[src/timer_defines.vh]
// register map, field layout, reset values and counts of the timer unit
`ifndef TIMER_DEFINES_VH
`define TIMER_DEFINES_VH

// register indices; byte address on the bus is four times the index
`define IDX_T0_COUNT     6'h01
`define IDX_IRQ_ENABLE   6'h0B
`define IDX_IRQ_FLAGS    6'h0C
`define IDX_T0_RELOAD    6'h10
`define IDX_T0_CTRL      6'h11
`define IDX_T1_COUNT     6'h12
`define IDX_T1_RELOAD    6'h13
`define IDX_T1_CTRL      6'h14
`define IDX_TB_CTRL      6'h15
`define IDX_MISC_CTRL    6'h16
`define IDX_IRQ_CLEAR    6'h20

// interrupt bit positions, shared by flags, enable and clear registers
`define BIT_T0_FLAG      4
`define BIT_T1_FLAG      5
`define BIT_TB_FLAG      6

// first timer control fields
`define BIT_T0_EDGE      5
`define BIT_T0_SRC       4
`define RNG_T0_DIV       3:0

// second timer control field
`define RNG_T1_DIV       3:0
`define BIT_T1_DIV_TOP   3

// time base control fields
`define BIT_TB_SRC       2
`define RNG_TB_INTERVAL  1:0

// halt and clear bits in the shared control register
`define BIT_TB_CLEAR     5
`define BIT_T1_HALT      4
`define BIT_T0_HALT      3

// reset values
`define RST_BYTE         8'h00
`define RST_MISC         8'h20
`define RST_FLAGS        3'h0

// time base interval terminal counts (period minus one)
`define TB_LAST_32768    15'h7FFF
`define TB_LAST_16384    15'h3FFF
`define TB_LAST_8192     15'h1FFF
`define TB_LAST_128      15'h007F

// divider shifts
`define SHIFT_DIV_128    4'h7
`define SHIFT_DIV_512    4'h9
`define COUNT_MAX        8'hFF

`endif

[src/pow2_divider.v]
// power-of-two tick divider shared by the three timers
`timescale 1ns/100ps
`default_nettype none

module pow2_divider (
  // clock and reset
  input  wire        clk,
  input  wire        rstn,
  // control
  input  wire        in_tick,
  input  wire [3:0]  shift,
  // result
  output wire        out_tick
);

  reg  [14:0] count;
  wire [15:0] full_mask;
  wire [14:0] mask;

  // divide by two to the shift value; shift 0 passes every tick
  assign full_mask = (16'h0001 << shift) - 16'h0001;
  assign mask      = full_mask[14:0];
  // >= keeps a shrinking divide from waiting a full wrap
  assign out_tick  = in_tick & (count >= mask);

  // count input ticks, restart at terminal
  always @(posedge clk or negedge rstn) begin
    if (!rstn) begin
      count <= 15'h0000;
    end else if (in_tick) begin
      if (count >= mask) begin
        count <= 15'h0000;
      end else begin
        count <= count + 15'h0001;
      end
    end
  end

endmodule // pow2_divider

`default_nettype wire

[src/triple_timer_unit.v]
// three timers with APB register access and one interrupt output
//
// Operation
// - timer0 source: half clock or count pin
// - count pin edge: 0 rising, 1 falling
// - timer0 divider is two to field value
// - timer1 divides system clock 2..256, 512
// - time base source: slow clock or /128
// - interval codes give 32768/16384/8192/128 clocks
// - time base clear bit holds counter, resets 1
// - timer1 halt bit stops counting, resets 0
// - timer0 halt bit stops counting, resets 0
// - timer0 overflow sets its pending flag
// - timer1 overflow sets its pending flag
// - time base overflow sets its pending flag
// - writing 0 clears flag, 1 leaves it
`timescale 1ns/100ps
`default_nettype none
`include "timer_defines.vh"

module triple_timer_unit (
  // clock and reset
  input  wire        CORE_CLK,
  input  wire        RSTN,
  // apb slave
  input  wire        PSEL,
  input  wire        PENABLE,
  input  wire        PWRITE,
  input  wire [7:0]  PADDR,
  input  wire [31:0] PWDATA,
  output reg  [31:0] PRDATA,
  output wire        PREADY,
  output wire        PSLVERR,
  // pins
  input  wire        EXTERNAL_COUNT_PIN,
  input  wire        SLOW_CLK,
  // interrupt
  output wire        IRQ
);

  // register storage
  reg  [7:0]  first_timer_reload;
  reg  [7:0]  first_timer_control;
  reg  [7:0]  first_timer_count;
  reg  [7:0]  second_timer_reload;
  reg  [7:0]  second_timer_control;
  reg  [7:0]  second_timer_count;
  reg  [7:0]  timebase_control;
  reg  [7:0]  misc_control;
  reg  [2:0]  irq_enable;
  reg  [2:0]  overflow_flags;
  reg  [14:0] timebase_count;

  // pin synchronisers and edge history
  reg         pin_meta;
  reg         pin_sync;
  reg         pin_last;
  reg         slow_meta;
  reg         slow_sync;
  reg         slow_last;
  reg         half_phase;

  // bus decode
  wire [5:0]  index;
  wire        aligned;
  wire        setup;
  wire        access;
  wire        wr;
  reg         mapped;
  reg  [7:0]  read_byte;

  // control fields
  wire        count_pin_edge_select;
  wire        first_timer_source_select;
  wire [3:0]  first_timer_divider;
  wire [3:0]  second_timer_divider;
  wire        timebase_source_select;
  wire [1:0]  timebase_interval_select;
  wire        timebase_hold_clear;
  wire        second_timer_halt;
  wire        first_timer_halt;

  // tick paths
  wire        pin_rise;
  wire        pin_fall;
  wire        pin_edge;
  wire        first_source_tick;
  wire        first_tick;
  wire [3:0]  second_shift;
  wire        second_tick;
  wire        div128_tick;
  wire        slow_rise;
  wire        timebase_in_tick;
  reg  [14:0] timebase_last;
  wire        first_overflow;
  wire        second_overflow;
  wire        timebase_overflow;
  wire [2:0]  set_flags;
  wire [2:0]  clear_flags;
  wire [2:0]  next_flags;

  // field extraction
  assign count_pin_edge_select     = first_timer_control[`BIT_T0_EDGE];
  assign first_timer_source_select = first_timer_control[`BIT_T0_SRC];
  assign first_timer_divider       = first_timer_control[`RNG_T0_DIV];
  assign second_timer_divider      = second_timer_control[`RNG_T1_DIV];
  assign timebase_source_select    = timebase_control[`BIT_TB_SRC];
  assign timebase_interval_select  = timebase_control[`RNG_TB_INTERVAL];
  assign timebase_hold_clear       = misc_control[`BIT_TB_CLEAR];
  assign second_timer_halt         = misc_control[`BIT_T1_HALT];
  assign first_timer_halt          = misc_control[`BIT_T0_HALT];

  // apb phases; zero wait states, so ready is always high
  assign index   = PADDR[7:2];
  assign aligned = (PADDR[1:0] == 2'b00);
  assign setup   = PSEL & ~PENABLE;
  assign access  = PSEL & PENABLE;
  assign wr      = access & PWRITE & mapped & aligned;
  assign PREADY  = 1'b1;
  assign PSLVERR = access & ~(mapped & aligned);

  // two flops on each pin before any logic, third flop for edges
  always @(posedge CORE_CLK or negedge RSTN) begin
    if (!RSTN) begin
      pin_meta  <= 1'b0;
      pin_sync  <= 1'b0;
      pin_last  <= 1'b0;
      slow_meta <= 1'b0;
      slow_sync <= 1'b0;
      slow_last <= 1'b0;
    end else begin
      pin_meta  <= EXTERNAL_COUNT_PIN;
      pin_sync  <= pin_meta;
      pin_last  <= pin_sync;
      slow_meta <= SLOW_CLK;
      slow_sync <= slow_meta;
      slow_last <= slow_sync;
    end
  end

  // half-rate phase for the first timer's internal source
  always @(posedge CORE_CLK or negedge RSTN) begin
    if (!RSTN) begin
      half_phase <= 1'b0;
    end else begin
      half_phase <= ~half_phase;
    end
  end

  // first timer source: pin edges are only seen after synchronising,
  // so the pin must be slower than a quarter of the system clock
  assign pin_rise  = pin_sync & ~pin_last;
  assign pin_fall  = ~pin_sync & pin_last;
  assign pin_edge  = count_pin_edge_select ? pin_fall : pin_rise;
  assign first_source_tick = (first_timer_source_select ? pin_edge
                              : half_phase) & ~first_timer_halt;

  pow2_divider first_div (
    .clk      (CORE_CLK),
    .rstn     (RSTN),
    .in_tick  (first_source_tick),
    .shift    (first_timer_divider),
    .out_tick (first_tick)
  );

  // second timer: codes 0..7 divide by 2..256, top bit set gives 512
  assign second_shift = second_timer_divider[`BIT_T1_DIV_TOP]
                        ? `SHIFT_DIV_512
                        : {1'b0, second_timer_divider[2:0]} + 4'h1;

  pow2_divider second_div (
    .clk      (CORE_CLK),
    .rstn     (RSTN),
    .in_tick  (~second_timer_halt),
    .shift    (second_shift),
    .out_tick (second_tick)
  );

  // time base source: slow clock rising edges or system clock /128
  pow2_divider timebase_div (
    .clk      (CORE_CLK),
    .rstn     (RSTN),
    .in_tick  (1'b1),
    .shift    (`SHIFT_DIV_128),
    .out_tick (div128_tick)
  );

  assign slow_rise = slow_sync & ~slow_last;
  assign timebase_in_tick = timebase_source_select ? div128_tick
                            : slow_rise;

  // interval selection as a terminal count
  always @* begin
    case (timebase_interval_select)
      2'b00:   timebase_last = `TB_LAST_32768;
      2'b01:   timebase_last = `TB_LAST_16384;
      2'b10:   timebase_last = `TB_LAST_8192;
      2'b11:   timebase_last = `TB_LAST_128;
      default: timebase_last = `TB_LAST_32768;
    endcase
  end

  // overflow events
  assign first_overflow    = first_tick & (first_timer_count == `COUNT_MAX);
  assign second_overflow   = second_tick &
                             (second_timer_count == `COUNT_MAX);
  assign timebase_overflow = timebase_in_tick & ~timebase_hold_clear &
                             (timebase_count >= timebase_last);

  // first timer counter; a bus write overrides a tick in the same cycle
  always @(posedge CORE_CLK or negedge RSTN) begin
    if (!RSTN) begin
      first_timer_count <= `RST_BYTE;
    end else if (wr && index == `IDX_T0_COUNT) begin
      first_timer_count <= PWDATA[7:0];
    end else if (first_overflow) begin
      first_timer_count <= first_timer_reload;
    end else if (first_tick) begin
      first_timer_count <= first_timer_count + 8'h01;
    end
  end

  // second timer counter
  always @(posedge CORE_CLK or negedge RSTN) begin
    if (!RSTN) begin
      second_timer_count <= `RST_BYTE;
    end else if (wr && index == `IDX_T1_COUNT) begin
      second_timer_count <= PWDATA[7:0];
    end else if (second_overflow) begin
      second_timer_count <= second_timer_reload;
    end else if (second_tick) begin
      second_timer_count <= second_timer_count + 8'h01;
    end
  end

  // time base counter, held at zero while the clear bit is set
  always @(posedge CORE_CLK or negedge RSTN) begin
    if (!RSTN) begin
      timebase_count <= 15'h0000;
    end else if (timebase_hold_clear) begin
      timebase_count <= 15'h0000;
    end else if (timebase_overflow) begin
      timebase_count <= 15'h0000;
    end else if (timebase_in_tick) begin
      timebase_count <= timebase_count + 15'h0001;
    end
  end

  // configuration registers
  always @(posedge CORE_CLK or negedge RSTN) begin
    if (!RSTN) begin
      first_timer_reload   <= `RST_BYTE;
      first_timer_control  <= `RST_BYTE;
      second_timer_reload  <= `RST_BYTE;
      second_timer_control <= `RST_BYTE;
      timebase_control     <= `RST_BYTE;
      misc_control         <= `RST_MISC;
      irq_enable           <= `RST_FLAGS;
    end else if (wr) begin
      case (index)
        `IDX_T0_RELOAD:  first_timer_reload   <= PWDATA[7:0];
        `IDX_T0_CTRL:    first_timer_control  <= {2'b00, PWDATA[5:0]};
        `IDX_T1_RELOAD:  second_timer_reload  <= PWDATA[7:0];
        `IDX_T1_CTRL:    second_timer_control <= {4'h0, PWDATA[3:0]};
        `IDX_TB_CTRL:    timebase_control     <= {5'h00, PWDATA[2:0]};
        `IDX_MISC_CTRL:  misc_control         <= {2'b00, PWDATA[5:3],
                                                  3'b000};
        `IDX_IRQ_ENABLE: irq_enable <= PWDATA[`BIT_TB_FLAG:`BIT_T0_FLAG];
        default:         irq_enable <= irq_enable;
      endcase
    end
  end

  // pending flags: write 0 to the flag register or 1 to the clear
  // register; an overflow in the same cycle wins over the clear
  assign set_flags   = {timebase_overflow,
                        second_overflow,
                        first_overflow};
  assign clear_flags =
    ({3{wr && index == `IDX_IRQ_FLAGS}} &
     ~PWDATA[`BIT_TB_FLAG:`BIT_T0_FLAG]) |
    ({3{wr && index == `IDX_IRQ_CLEAR}} &
     PWDATA[`BIT_TB_FLAG:`BIT_T0_FLAG]);
  assign next_flags  = (overflow_flags & ~clear_flags) | set_flags;

  always @(posedge CORE_CLK or negedge RSTN) begin
    if (!RSTN) begin
      overflow_flags <= `RST_FLAGS;
    end else begin
      overflow_flags <= next_flags;
    end
  end

  // level interrupt while any enabled flag is pending
  assign IRQ = |(overflow_flags & irq_enable);

  // address decode and read mux
  always @* begin
    mapped    = 1'b1;
    read_byte = 8'h00;
    case (index)
      `IDX_T0_COUNT:   read_byte = first_timer_count;
      `IDX_IRQ_ENABLE: read_byte = {1'b0, irq_enable, 4'h0};
      `IDX_IRQ_FLAGS:  read_byte = {1'b0, overflow_flags, 4'h0};
      `IDX_T0_RELOAD:  read_byte = first_timer_reload;
      `IDX_T0_CTRL:    read_byte = first_timer_control;
      `IDX_T1_COUNT:   read_byte = second_timer_count;
      `IDX_T1_RELOAD:  read_byte = second_timer_reload;
      `IDX_T1_CTRL:    read_byte = second_timer_control;
      `IDX_TB_CTRL:    read_byte = timebase_control;
      `IDX_MISC_CTRL:  read_byte = misc_control;
      `IDX_IRQ_CLEAR:  read_byte = 8'h00;  // write-only
      default:         mapped    = 1'b0;
    endcase
  end

  // read data captured in the setup cycle, held through the access
  always @(posedge CORE_CLK or negedge RSTN) begin
    if (!RSTN) begin
      PRDATA <= 32'h00000000;
    end else if (setup && !PWRITE) begin
      PRDATA <= (mapped && aligned) ? {24'h000000, read_byte}
                                    : 32'h00000000;
    end
  end

endmodule // triple_timer_unit

`default_nettype wire

[config.mk]
export PLATFORM = sky130hd
export DESIGN_NAME = triple_timer_unit
export DESIGN_NICKNAME = d
export VERILOG_FILES = /design/src/pow2_divider.v /design/src/triple_timer_unit.v
export VERILOG_INCLUDE_DIRS = /design/src
export SDC_FILE = /design/constraint.sdc
export NUM_CORES = 1
export LEC_CHECK = 0
export ABC_AREA = 1
export BUFFER_PORTS_ARGS = -buffer_cell sky130_fd_sc_hd__buf_2
export CORE_UTILIZATION = 58
export CTS_CLUSTER_SIZE = 25
export DETAILED_ROUTE_END_ITERATION = 8
export GPL_TIMING_DRIVEN = 0
export HOLD_SLACK_MARGIN = 0.06
export PLACE_DENSITY = 0.83
export SLEW_MARGIN = 10
export SYNTH_ARGS = -nofsm -noshare
export SYNTH_HDL_FRONTEND = slang
export SYNTH_SLANG_ARGS = --single-unit
export TNS_END_PERCENT = 30
[constraint.sdc]
create_clock -name CORE_CLK -period 3.7 [get_ports CORE_CLK]
set_input_delay 0.185 -clock CORE_CLK [delete_from_list [all_inputs] [get_ports CORE_CLK]]
set_output_delay 0.185 -clock CORE_CLK [all_outputs]
set_load 0.01 [all_outputs]
==> out/metrics.yaml <==
area_delta_synth_final_pct: 14.9
dpl.hpwl_um: 15200
dieHeight_um: 122
antenna_found_initial: 1
slowest_delay_ns: 0.50
clkLatencyLatePin_ns: 0.43
multi_input_area_um2: 4480
max_freq_mhz: 286
reg2reg_slack_ns: 0.20
synthCells: 1133
clockBufferDepth: 2
tightest_slew_ns: 0.850
start_kind: "flip-flop"
setup_violations: 0
synth_seq_cells: 129
finalCritPeriodShare: 0.945
finalClockSkew_ns: 0.00819
wl_per_cell_um: 14.7
routabilityCongestion: 1.00
final_nets: 1315
status: "completed"
synth_edf_count: 0
drv_cap: 0
fin_area_um2: 9610
cts_tree: "built"
cpMostUsedCell: "nand2_1"
r2r-end: "first_timer_count[6]"
cp_top_family: "simple AND/OR/NAND/NOR gates"
mostFrequentLayoutCells: "nand2_1 (292), inv_1 (144), dfrtp_1 (127)"
path_cells: "inv_1 > nand3_1 > ha_1 > nand2_1 > nor2_1 > a21oi_1 > a311o_1 > ha_1 > nand2_1 > nand2_1 > nand3_1 > nand2_1 > nor2_1 > nand3_2 > nand2_1 > clkinv_2 > nand2_1 > inv_1 > nand2_1 > nand3_1"
ant_nets: 0
hold_end: "irq_enable[2]"
vdd_drop_max_uv: 327
clock-root-buffer: "clkbuf_16"
core_area_um2: 14000
viasPerCell: 5.50
io_pins: 82
cpMaxStageDelayCell: "dfrtp_1"
rsz0062_at_grt: "yes"
rr_startpoint: "first_timer_control[3]"
die_area_um2: 14900
grtUsageMet3: 0.0702
synth_area_um2: 8370
setup_slack_ns: 0.203
hold_viol_final: 0
drtIter0Drc: 794
drive_gt1_frac: 0.113
drv_slew: 0
grt_pass1_wl_um: 34500
post-place-ws_ns: -0.289
fin_util: 0.687
final_common_cell: "nand2_1"
leakagePower_nw: 5.09
port_buffers: 30
firstDrtPassIters: 5
met2_usage: 0.449
worstSetupPathDepth: 20
min_from: "PWDATA[6]"
critPathCaptureType: "flip-flop"
grt_max_degree: 76
synth_flop_cell: "dfrtp_1"
grt_pass1_vias: 7096
start_util: 0.598
cts_htree_levels: 4
ys_warn_count: 0
synthArstFlopShare: 1.00
numCtsBuffers: 17
path_clk_slew_ns: 0.06
grt.total_usage: 0.302
p_per_area_nw_per_um2: 340
cp.arrival_ns: 3.81
grt_overflow: 0
reg2reg_depth: 20
clkSinkCount: 129
place_area_um2: 8900
syn_avg_cell_area_um2: 7.39
fin_setup_tns_ns: 0
die_x_um: 122
yosysSeqAreaShare: 0.386
cp_max_fo: 9
synthDistinctLibCells: 45
drc_errors: 0
holdPathStages: 3
period_minus_slack_ns: 3.50
vias: 7787
wirelength_um: 20800
grtUsageMet1: 0.425
fillCellCount: 1168
cp.buffers_inverters: 3
crit_type: "flip-flop to flip-flop"
hp-class: "input pin to flip-flop"
slew_headroom: 0.431
crit_required_ns: 4.01
rows: 43
regArea_um2: 3230
grt-busiest-layer: "met2"
registers in the layout (all words and copies together), names as in the netlist, 3 cells and up:
signal                count
irq_enable                3
timebase_count           15
PRDATA                    8
second_timer_count        8
first_timer_reload        8
second_timer_reload       8
timebase_control          3
first_div.count          15
timebase_div.count       15
misc_control              3
overflow_flags            3
first_timer_control       6
second_timer_control      4
second_div.count         15
first_timer_count         8
layout make-up:
cell class,instances,share of cell area
antenna,1,0.000260
timing repair buffer,39,0.0262
multi-input combinational,847,0.466
tap,180,0.0234
inverter,147,0.0578
buffer,40,0.0293
sequential,129,0.336
clock inverter,10,0.0112
clock buffer,22,0.0504
worst max-delay path by stage:
stage                             from               endpoint  slack, ns
4_1_cts        second_timer_control[0]  second_timer_count[5]     0.0007
3_3_place_gp   second_timer_control[0]  second_timer_count[5]      -0.23
3_5_place_dp   second_timer_control[0]  second_timer_count[5]      -0.29
2_1_floorplan  second_timer_control[0]  second_timer_count[5]       0.37
5_1_grt        second_timer_control[0]  second_timer_count[2]      -0.07
6_report        first_timer_control[3]   first_timer_count[6]       0.20
worst min-delay path: cells and delay by family:
family | cells | cell delay (ns)
buf+inv | 1 | 0.18
simple gates | 2 | 0.14
power by group:
group          switching [mW]  internal (mW)  total [mW]  leakage, nW
logic                   0.112         0.0532       0.165         3.21
clock network           0.617           1.05        1.67        0.288
registers             0.00797           1.43        1.43         1.58
total                   0.737           2.53        3.27         5.09
metal layers:
metal / up-vias / share of wire
met5: - / 0
met4: 0 / 0.024
met3: 43 / 0.085
met2: 316 / 0.44
met1: 3605 / 0.45
li1: 3823 / -
cells by family (layout without fill, tap and decap cells):
family / after synthesis / in the layout / share of synthesized area
adder cells (fa/ha/maj): 47 / 47 / 0.0703
AO/OA/AOI/OAI: 144 / 144 / 0.0979
other: 2 / 34 / 0.000897
AND/OR/NAND/NOR: 586 / 586 / 0.308
XOR/XNOR: 37 / 37 / 0.0387
flip-flops: 129 / 129 / 0.386
buffers and inverters: 188 / 258 / 0.0988
synth_stat cells (all sizes together) (3+ instances only):
master  instances  share of area
nand3          98          0.063
clkbuf          7         0.0031
ha             47          0.070
nor4            4         0.0030
o21ai          74          0.044
inv           145          0.065
a22oi           3         0.0027
nand2         296           0.13
a21oi          36          0.023
buf            34          0.030
nor2          122          0.059
o21bai          4         0.0036
xor2           26          0.027
o22ai           8         0.0060
dfrtp         128           0.38
or2             4         0.0030
nor3           23          0.015
o21a            5         0.0045
xnor2          11          0.012
nand4          32          0.025
nand3b          4         0.0036
metrics by stage:
stage / std cells / hold WS [ns] / power, mW
2_1_floorplan: 1164 / -0.111 / 1.54
3_3_place_gp: 1374 / 0.297 / 1.61
3_5_place_dp: 1375 / 0.256 / 1.62
4_1_cts: 1410 / 0.0863 / 3.28
5_1_grt: 1415 / 0.0941 / 3.37
6_report: 1415 / 0.111 / 3.27
repair_timing:
| action | CTS | global route |
|---|---|---|
| setup buffers | 0 | 5 |
| endpoints found under the hold margin | 75 | 0 |
| resized for setup | 7 | 13 |
| endpoints found under the setup margin | 27 | 38 |
| pin swaps | 0 | 4 |
| hold buffers | 3 | 0 |
(Power assumes the default switching activity.)
